$ cat config.mk
export PLATFORM = sky130hd
export DESIGN_NAME = bms_unit
export DESIGN_NICKNAME = d
export VERILOG_FILES = /design/src/logic/bms_addr_gen.v /design/src/logic/bms_mask_alu.v /design/src/logic/bms_unit.v
export VERILOG_INCLUDE_DIRS = /design/src /design/src/common
export SDC_FILE = /design/constraint.sdc
export NUM_CORES = 1
export LEC_CHECK = 0
export BUFFER_PORTS_ARGS = -buffer_cell sky130_fd_sc_hd__buf_2
export CORE_ASPECT_RATIO = 1.2
export CORE_MARGIN = 2
export CORE_UTILIZATION = 53
export CTS_CLUSTER_SIZE = 8
export DETAILED_ROUTE_END_ITERATION = 12
export GPL_TIMING_DRIVEN = 0
export HOLD_SLACK_MARGIN = 0.06
export PLACE_DENSITY = 0.86
export SLEW_MARGIN = 20
export SYNTH_ARGS = -nofsm -noshare
export SYNTH_HDL_FRONTEND = slang
export SYNTH_HIERARCHICAL = 1
export SYNTH_SLANG_ARGS = --single-unit
$ cat constraint.sdc
create_clock -name i_clk -period 5.1 [get_ports i_clk]
set_clock_uncertainty 0.2 [all_clocks]
set_input_delay 0.765 -clock i_clk [delete_from_list [all_inputs] [get_ports i_clk]]
set_output_delay 0.765 -clock i_clk [all_outputs]
set_load 0.02 [all_outputs]
$ cat src/common/bms_regs.vh
/*
  Constants of the bit-mask set and test unit: operation and mode codes,
  field widths, cycle counts and reset values.
  Assumes inclusion by bare name from the design files.
*/
`ifndef BMS_REGS_VH
`define BMS_REGS_VH

// Operation codes on i_op
`define BMS_OP_MEM_SET   2'h0
`define BMS_OP_REG_TSET  2'h1
// Memory address modes on i_mode
`define BMS_MODE_SP_SHORT 2'h0
`define BMS_MODE_SP_LONG  2'h1
`define BMS_MODE_PTR      2'h2
`define BMS_MODE_ABS      2'h3
// Field widths
`define BMS_MASK_W       16
`define BMS_SOFF_W       5
`define BMS_SEL_W        4
`define BMS_PTR_W        3
// Register select: bit 3 chooses the address bank
`define BMS_SEL_ADDR_BIT 3
// Instruction words and cycles per mode
`define BMS_WORDS_SP_SHORT 2'h2
`define BMS_WORDS_SP_LONG  2'h3
`define BMS_WORDS_PTR      2'h2
`define BMS_WORDS_ABS      2'h3
`define BMS_WORDS_REG      2'h2
`define BMS_CYC_SP_SHORT   2'h3
`define BMS_CYC_SP_LONG    2'h3
`define BMS_CYC_PTR        2'h2
`define BMS_CYC_ABS        2'h2
`define BMS_CYC_REG        2'h2
// Reset values
`define BMS_RST_WORD     32'h0000_0000
`define BMS_RST_FLAG     1'h0

`endif

$ cat src/logic/bms_addr_gen.v
/*
  Target address former for the memory bit-set operation.
  Assumes pointer and stack values are presented by the register file and
  stay stable while i_start is seen.
*/
`timescale 1ns/1ps
`default_nettype none
`include "bms_regs.vh"

module bms_addr_gen #(
  parameter AW = 32
) (
  input wire [1:0] i_mode,
  input wire i_exception_mode_stack_select,
  input wire [AW-1:0] i_normal_sp,
  input wire [AW-1:0] i_exception_sp,
  input wire [AW-1:0] i_pointer_register,
  input wire [`BMS_SOFF_W-1:0] i_short_stack_offset,
  input wire [15:0] i_long_signed_stack_offset,
  input wire [15:0] i_absolute_word_address,
  output reg [AW-1:0] o_addr
);

  wire [AW-1:0] active_stack_pointer;
  wire [AW-1:0] soff_ext;
  wire [AW-1:0] loff_ext;
  wire [AW-1:0] abs_ext;

  // Only the exception-mode bit steers the choice of stack
  assign active_stack_pointer = i_exception_mode_stack_select ? i_exception_sp : i_normal_sp;
  assign soff_ext = {{(AW-`BMS_SOFF_W){1'b0}}, i_short_stack_offset};
  assign loff_ext = {{(AW-16){i_long_signed_stack_offset[15]}}, i_long_signed_stack_offset};
  assign abs_ext = {{(AW-16){1'b0}}, i_absolute_word_address};

  always @*
  begin
    case (i_mode)
      `BMS_MODE_SP_SHORT: o_addr = active_stack_pointer - soff_ext;
      `BMS_MODE_SP_LONG: o_addr = active_stack_pointer + loff_ext;
      `BMS_MODE_PTR: o_addr = i_pointer_register;
      default: o_addr = abs_ext;
    endcase
  end

endmodule // bms_addr_gen
`default_nettype wire

$ cat src/logic/bms_mask_alu.v
/*
  Mask set and all-set test on one 16-bit operand.
  Assumes a purely combinational use inside the sequencer.
*/
`timescale 1ns/1ps
`default_nettype none
`include "bms_regs.vh"

module bms_mask_alu (
  input wire [`BMS_MASK_W-1:0] i_operand,
  input wire [`BMS_MASK_W-1:0] i_immediate_mask,
  output wire [`BMS_MASK_W-1:0] o_result,
  output wire o_all_set
);

  assign o_result = i_operand | i_immediate_mask;
  assign o_all_set = ((i_operand & i_immediate_mask) == i_immediate_mask);

endmodule // bms_mask_alu
`default_nettype wire

$ cat src/logic/bms_unit.v
/*
  Bit-mask set and test unit: memory bit-set by read-modify-write and
  register test-and-set on either half of a data or address register.
  Assumes the core decodes the instruction into the fields below, holds them
  stable while o_busy is high, and owns the register file and status word.
*/
// Local design decisions: the address-and-strobe port and the register offsets.
`timescale 1ns/1ps
`default_nettype none
`include "bms_regs.vh"

module bms_unit #(
  parameter AW = 32,
  parameter DW = 40
) (
  input wire i_clk,
  input wire i_sys_rst,
  // Decoded instruction
  input wire i_start,
  input wire [1:0] i_op,
  input wire [1:0] i_mode,
  input wire [`BMS_MASK_W-1:0] i_immediate_mask,
  input wire [`BMS_SOFF_W-1:0] i_short_stack_offset,
  input wire [15:0] i_long_signed_stack_offset,
  input wire [15:0] i_absolute_word_address,
  input wire [`BMS_PTR_W-1:0] i_three_bit_pointer_field,
  input wire [`BMS_SEL_W-1:0] i_four_bit_reg_select_field,
  input wire i_high_prefix,
  input wire i_upper_half_word,
  // Core state
  input wire i_exception_mode_stack_select,
  input wire [AW-1:0] i_normal_sp,
  input wire [AW-1:0] i_exception_sp,
  // Register file read port, index 0..15 per bank
  output wire o_rf_is_addr,
  output wire [3:0] o_rf_index,
  input wire [DW-1:0] i_rf_rdata,
  // Register file write port
  output reg o_rf_we,
  output reg o_rf_we_is_addr,
  output reg [3:0] o_rf_we_index,
  output reg [DW-1:0] o_rf_wdata,
  output reg o_limit_tag_bit_clr,
  // Status true flag update
  output reg o_true_flag_we,
  output reg o_true_flag,
  // Data memory
  output reg o_mem_rd,
  output reg o_mem_wr,
  output reg [AW-1:0] o_mem_addr,
  output reg [15:0] o_mem_wdata,
  input wire i_mem_rvalid,
  input wire [15:0] i_mem_rdata,
  // Operation status
  output wire o_busy,
  output reg o_done,
  output reg [1:0] o_words,
  output reg [1:0] o_cycles
);

  localparam ST_IDLE = 4'b0001;
  localparam ST_RD = 4'b0010;
  localparam ST_WAIT = 4'b0100;
  localparam ST_WR = 4'b1000;

  reg [3:0] state_reg;
  reg [3:0] state_next;
  reg [AW-1:0] addr_reg;
  reg [15:0] wdata_reg;
  reg [`BMS_MASK_W-1:0] mask_reg;

  wire [AW-1:0] calc_addr;
  wire [15:0] reg_half;
  wire [15:0] reg_result;
  wire reg_all_set;
  wire [15:0] mem_result;

  // Register select decode, shared by the pointer and operand paths
  function [4:0] bms_sel;
    input [3:0] field;
    input high;
    begin
      bms_sel = {field[`BMS_SEL_ADDR_BIT], high, field[2:0]};
    end
  endfunction

  wire [4:0] dst_sel;
  wire [4:0] ptr_sel;
  wire use_ptr_port;

  assign dst_sel = bms_sel(i_four_bit_reg_select_field, i_high_prefix);
  assign ptr_sel = bms_sel({1'b1, i_three_bit_pointer_field}, i_high_prefix);
  assign use_ptr_port = (i_op == `BMS_OP_MEM_SET) && (i_mode == `BMS_MODE_PTR);

  // Other op codes are ignored, so a stray start leaves the unit idle
  wire start_mem;
  wire start_reg;
  assign start_mem = i_start && (i_op == `BMS_OP_MEM_SET);
  assign start_reg = i_start && (i_op == `BMS_OP_REG_TSET);

  // One read port serves the pointer register and the destination operand
  assign o_rf_is_addr = use_ptr_port ? ptr_sel[4] : dst_sel[4];
  assign o_rf_index = use_ptr_port ? ptr_sel[3:0] : dst_sel[3:0];

  //////////////////////////////////////////////////////////////////////////

  bms_addr_gen #(
    .AW(AW)
  ) u_addr (
    .i_mode(i_mode),
    .i_exception_mode_stack_select(i_exception_mode_stack_select),
    .i_normal_sp(i_normal_sp),
    .i_exception_sp(i_exception_sp),
    .i_pointer_register(i_rf_rdata[AW-1:0]),
    .i_short_stack_offset(i_short_stack_offset),
    .i_long_signed_stack_offset(i_long_signed_stack_offset),
    .i_absolute_word_address(i_absolute_word_address),
    .o_addr(calc_addr)
  );

  assign reg_half = i_upper_half_word ? i_rf_rdata[31:16] : i_rf_rdata[15:0];

  bms_mask_alu u_reg_alu (
    .i_operand(reg_half),
    .i_immediate_mask(i_immediate_mask),
    .o_result(reg_result),
    .o_all_set(reg_all_set)
  );

  // Mask is captured at start so the write-back does not lean on the decoder
  bms_mask_alu u_mem_alu (
    .i_operand(i_mem_rdata),
    .i_immediate_mask(mask_reg),
    .o_result(mem_result),
    .o_all_set()
  );

  //////////////////////////////////////////////////////////////////////////

  assign o_busy = (state_reg != ST_IDLE);

  always @*
  begin
    state_next = state_reg;
    case (state_reg)
      ST_IDLE:
      begin
        if (start_mem)
          state_next = ST_RD;
      end
      ST_RD: state_next = ST_WAIT;
      ST_WAIT:
      begin
        // Write waits for the read data, so a slow memory only stretches time
        if (i_mem_rvalid)
          state_next = ST_WR;
      end
      ST_WR: state_next = ST_IDLE;
      default: state_next = ST_IDLE;
    endcase
  end

  always @(posedge i_clk)
  begin
    if (i_sys_rst)
    begin
      state_reg <= ST_IDLE;
      addr_reg <= {AW{1'b0}};
      wdata_reg <= 16'h0000;
      o_mem_rd <= 1'b0;
      o_mem_wr <= 1'b0;
      o_mem_addr <= {AW{1'b0}};
      o_mem_wdata <= 16'h0000;
      mask_reg <= {`BMS_MASK_W{1'b0}};
      o_done <= 1'b0;
      o_words <= 2'h0;
      o_cycles <= 2'h0;
    end
    else
    begin
      state_reg <= state_next;
      o_mem_rd <= 1'b0;
      o_mem_wr <= 1'b0;
      o_done <= 1'b0;
      case (state_reg)
        ST_IDLE:
        begin
          if (start_mem)
          begin
            addr_reg <= calc_addr;
            mask_reg <= i_immediate_mask;
            case (i_mode)
              `BMS_MODE_SP_SHORT:
              begin
                o_words <= `BMS_WORDS_SP_SHORT;
                o_cycles <= `BMS_CYC_SP_SHORT;
              end
              `BMS_MODE_SP_LONG:
              begin
                o_words <= `BMS_WORDS_SP_LONG;
                o_cycles <= `BMS_CYC_SP_LONG;
              end
              `BMS_MODE_PTR:
              begin
                o_words <= `BMS_WORDS_PTR;
                o_cycles <= `BMS_CYC_PTR;
              end
              default:
              begin
                o_words <= `BMS_WORDS_ABS;
                o_cycles <= `BMS_CYC_ABS;
              end
            endcase
          end
          else if (start_reg)
          begin
            o_done <= 1'b1;
            o_words <= `BMS_WORDS_REG;
            o_cycles <= `BMS_CYC_REG;
          end
        end
        ST_RD:
        begin
          o_mem_rd <= 1'b1;
          o_mem_addr <= addr_reg;
        end
        ST_WAIT:
        begin
          if (i_mem_rvalid)
            wdata_reg <= mem_result;
        end
        ST_WR:
        begin
          o_mem_wr <= 1'b1;
          o_mem_addr <= addr_reg;
          o_mem_wdata <= wdata_reg;
          o_done <= 1'b1;
        end
        default:
        begin
          o_done <= 1'b0;
        end
      endcase
    end
  end

  //////////////////////////////////////////////////////////////////////////

  // Register write-back never waits; it starts only while the memory sequencer is in ST_IDLE
  always @(posedge i_clk)
  begin
    if (i_sys_rst)
    begin
      o_rf_we <= 1'b0;
      o_rf_we_is_addr <= 1'b0;
      o_rf_we_index <= 4'h0;
      o_rf_wdata <= {DW{1'b0}};
      o_limit_tag_bit_clr <= 1'b0;
      o_true_flag_we <= 1'b0;
      o_true_flag <= `BMS_RST_FLAG;
    end
    else
    begin
      o_rf_we <= 1'b0;
      o_limit_tag_bit_clr <= 1'b0;
      o_true_flag_we <= 1'b0;
      if (start_reg && (state_reg == ST_IDLE))
      begin
        o_rf_we <= 1'b1;
        o_rf_we_is_addr <= dst_sel[4];
        o_rf_we_index <= dst_sel[3:0];
        if (i_upper_half_word)
          o_rf_wdata <= {i_rf_rdata[DW-1:32], reg_result, i_rf_rdata[15:0]};
        else
          o_rf_wdata <= {i_rf_rdata[DW-1:16], reg_result};
        o_true_flag_we <= 1'b1;
        o_true_flag <= reg_all_set;
        // Only data registers carry a limit tag
        o_limit_tag_bit_clr <= ~dst_sel[4];
      end
    end
  end

endmodule // bms_unit
`default_nettype wire

Yosys cells after proc, flatten, opt, wreduce, memory -nomap -nowiden
Index checks and enable logic that the tools add are counted.
{"block": "classes", "n_addsub": 2, "bitwise": 5, "n_eq_ne": 11, "reduce_logical": 15, "muxes": 20}
{"operator": "case mux 32 bit (3 select lines)", "n": 1}
{"operator": "two-way mux 32 bit", "n": 2}
{"operator": "adder 32 bit", "n": 1}
{"operator": "bitwise OR 16 bit", "n": 2}
{"operator": "subtractor 32 x 5 -> 32 bit", "n": 1}
{"operator": "bitwise AND 16 bit", "n": 1}
{"operator": "equality test 16 bit", "n": 1}
{"operator": "two-way mux 16 bit", "n": 1}
{"operator": "case mux 4 bit (3 select lines)", "n": 1}
{"operator": "two-way mux 1 bit", "n": 8}
{"operator": "two-way mux 4 bit", "n": 2}
{"operator": "AND reduction 2 bit", "n": 4}
{"operator": "OR reduction 2 bit", "n": 4}
{"operator": "two-way mux 2 bit", "n": 3}
{"operator": "equality test 2 x 1 -> 1 bit, second input constant", "n": 2}
{"operator": "equality test 4 x 1 -> 1 bit, second input constant", "n": 1}
{"operator": "equality test 4 x 2 -> 1 bit, second input constant", "n": 1}
{"operator": "equality test 4 x 3 -> 1 bit, second input constant", "n": 1}
{"operator": "equality test 4 bit, second input constant", "n": 1}
{"operator": "logical AND 1 bit", "n": 4}
{"operator": "logical NOT 2 bit", "n": 2}
{"operator": "inequality test 2 bit, second input constant", "n": 2}
{"operator": "inequality test 4 x 1 -> 1 bit, second input constant", "n": 1}
{"operator": "two-way mux 3 bit", "n": 1}
{"operator": "4 further kinds", "n": 5}
{"block": "word_totals", "ff_bits": 171, "in_bits": 191, "word_cells": 70, "out_inout_bits": 110}

Depth between registers and ports, before layout
{"block": "logic_depth", "depth_word": 5, "depth_mapped": 17, "mapped_depth_nobuf": 17}

Hierarchy
The synthesis kept the hierarchy.
{"mod": "bms_unit", "area_each_um2": 7029.2, "seq_area_each_um2": 3403.3, "cells_per_inst": 784, "n_inst": 1}
{"mod": "bms_addr_gen", "area_each_um2": 2850.2, "seq_area_each_um2": 0.0, "cells_per_inst": 408, "n_inst": 1}
{"mod": "bms_mask_alu", "area_each_um2": 237.7, "seq_area_each_um2": 0.0, "cells_per_inst": 37, "n_inst": 2}

Worst setup path after synthesis
Ideal clock, no wire load.
{"block": "synth_timing", "path_kind": "input-to-reg", "start": "input i_short_stack_offset[1]", "end": "register addr_reg[31]", "required_time_ps": 4768, "path_slack_ps": 741, "setup_time_ps": 132, "cell_stages": 15, "path_buffers": 1, "arrival_ps": 4027, "path_cell_list": "or3_4 -> or4_4 -> buf_6 -> o21a_1 -> ha_1 -> o21ai_0 -> a21oi_1 -> a221oi_2 -> o21ai_2 -> a31oi_4 -> o32ai_1 -> and3_2 -> or4_1 -> nand3_1 -> a21oi_1"}
{"block": "synth_between", "elab_chain_len": 2}
{"element": "start, declared", "line": "bms_unit.v:23", "rtl": "input wire [`BMS_SOFF_W-1:0] i_short_stack_offset,"}
{"element": "subtractor 32 x 5 -> 32 bit", "line": "bms_addr_gen.v:38", "rtl": "`BMS_MODE_SP_SHORT: o_addr = active_stack_pointer - soff_ext;"}
{"element": "case mux 32 bit (3 select lines)", "line": "bms_addr_gen.v:37", "rtl": "case (i_mode)"}
{"element": "via calc_addr[31]", "line": "bms_unit.v:72", "rtl": "wire [AW-1:0] calc_addr;"}
{"element": "end signal, assigned", "line": "bms_unit.v:168", "rtl": "addr_reg <= {AW{1'b0}};"}
{"element": "end signal, assigned", "line": "bms_unit.v:190", "rtl": "addr_reg <= calc_addr;"}
{"element": "end, declared", "line": "bms_unit.v:68", "rtl": "reg [AW-1:0] addr_reg;"}
The timed path passes the listed nets, and every way through them passes these cells.
A chain may end at the register's enable or synchronous reset.

Worst setup path after layout
{"block": "layout_timing", "start": "input i_short_stack_offset[0]", "end": "register addr_reg[27]"}
The elaborated chain is that of the path after synthesis.

==> results.ini <==
[global_route]
grt_pass1_vias = 10500
antenna_found_initial = 3
grt_overflow = 0
grt_pass1_wl_um = 53800
grt_max_degree = 21
track_usage_pct = 34.2

[clock_network]
post-cts-setup-buffers = 0
htreeDepth = 4
clkTransAtPathRegs_ps = 70
clk_latency_ps = 440
cts_buffers = 17
root_buffer = clkbuf_16
cts_tree = yes
cts_resized = 0
holdBufCountCts = 0
cts_num_sinks = 170
clk_path_buf_depth = 2

[cells_and_area]
layout_commonest_cell = buf_2
area_growth_pct = 24.0
largest_reg_flops = 40
final_cell_mix = 313 x buf_2, 199 x nand2_1, 170 x dfxtp_1, 144 x a21oi_1, 109 x mux2i_1
fin_cells = 1833
final_layout_size_suffix_gt1_share_pct = 29.6
final_nets = 1787

[routing]
wl_um = 35600
wire_per_inst_um = 19.4
vias = 10700
ant_nets = 0
remaining_drc_errors = 0
viasPerCell = 5.86
drt_iter0_drc = 790
firstDrtPassIters = 5

[critical_path]
critPathLaunch = i_short_stack_offset[0]
setup.reg_to_reg.worst_slack_ps = 2850
worstSetupStartpointType = input port
crit_type = input port to flip-flop
ff2ff_path_depth = 5
critPathMaxFanout = 8
worstReg2RegStart = state_reg[3]
cp.required_ps = 5260
arrival_ps = 4880
cp-end-kind = flip-flop

[sta]
hold_violations = 0
setup_viol = 0
rsz0062_at_grt = false
max-slew-margin-rel_pct = 47.0
drv_slew = 0
period_share_pct = 92.5
fmax_mhz = 212
worstMarginPinSlew_ps = 791
hold_slack_ps = 254
fin_crit_ps = 4720

[synthesis]
synthCells = 1245
synthesis.area_sq_um = 10200
synth_warnings = 6
syn-num-nets = 1470
syn_avg_cell_area_sq_um = 8.21

[floorplan]
core_area_sq_um = 18900
die_x_um = 131
die_h_um = 156
io_pins = 301
die_area_sq_um = 20400
start_util_pct = 54.2
num_rows = 55

[pwr]
seqPwrFrac_pct = 38.9
p_switching_w = 0.00118
powerDensity_nw_per_um2 = 280
swShare_pct = 33.2
p_leak_nw = 5.54
p_int_w = 0.00237
ir_drop_mv = 0.235
p_comb_share_pct = 23.8
p_clk_share_pct = 37.3

[placement]
io_buffers = 298
dp_hpwl_um = 28600
place_inst = 1799
gp_congestion = 0.962

[hold_path]
whs_path_depth = 2
holdCritPathClass = flip-flop to flip-flop
worstHoldStart = o_mem_wdata[4]

[run]
maxCapViolCount = 0

[status]
status = finished clean

==> cell type report <==
type	count	area (sq um)
inverters	21	78.8
repair buffers	298	1490
plain buffers	106	498
well taps	256	320
clock inverters	15	191
multi-input cells	948	6250
diodes	2	5.00
fillers	1620	6190
clock buffers	17	425
flip-flops and latches	170	3400
==> layer usage <==
layer	vias to the layer above	track usage (%)	wire length [um]
met2	535	60.9	17600
met1	5014	37.7	13100
met4	0	19.7	2040
li1	5065	-	-
met3	132	6.00	2820
met5	-	0	0
==> worst max-delay path, stage by stage <==
cell and delay, ps:
buf_2 90, inv_1 50, ha_1 210, nor3b_1 160
ha_1 220, o21ai_1 460, ha_1 320, clkbuf_1 200
a21o_1 270, a31oi_1 250, nor3b_1 100, a2111o_1 390
a31o_2 230, a21oi_1 300, xor2_1 140, o21ai_0 360
nand3_1 180, a21oi_1 180
==> stage by stage <==
stage                     setup WS (ps)  area [sq um]  total power, W  TNS [ps]  util (%)
final                               381         12700         0.00355         0      67.2
after global routing                213         12700         0.00367         0      67.2
after CTS                           259         12600         0.00352         0      67.1
after detailed placement           -185         12000         0.00223      -493      63.8
after global placement             -120         12000         0.00222      -329      63.8
after floorplan                     741         10200         0.00195         0         -
==> power groups by stage <==
stage	Clock, W	Combinational [W]	Sequential, W
2_1_floorplan	0	0.000518	0.00143
3_3_place_gp	0	0.000809	0.00141
3_5_place_dp	0	0.000817	0.00141
4_1_cts	0.00132	0.000824	0.00138
5_1_grt	0.00138	0.000912	0.00138
6_report	0.00132	0.000847	0.00138
==> path summary, 6_finish.rpt <==
path	end
hold / removal	o_mem_wdata[4]
hold reg to reg	o_mem_wdata[4]
setup reg to reg	o_rf_wdata[3]
setup / recovery	addr_reg[27]
Power figures use the tool's default switching activity.
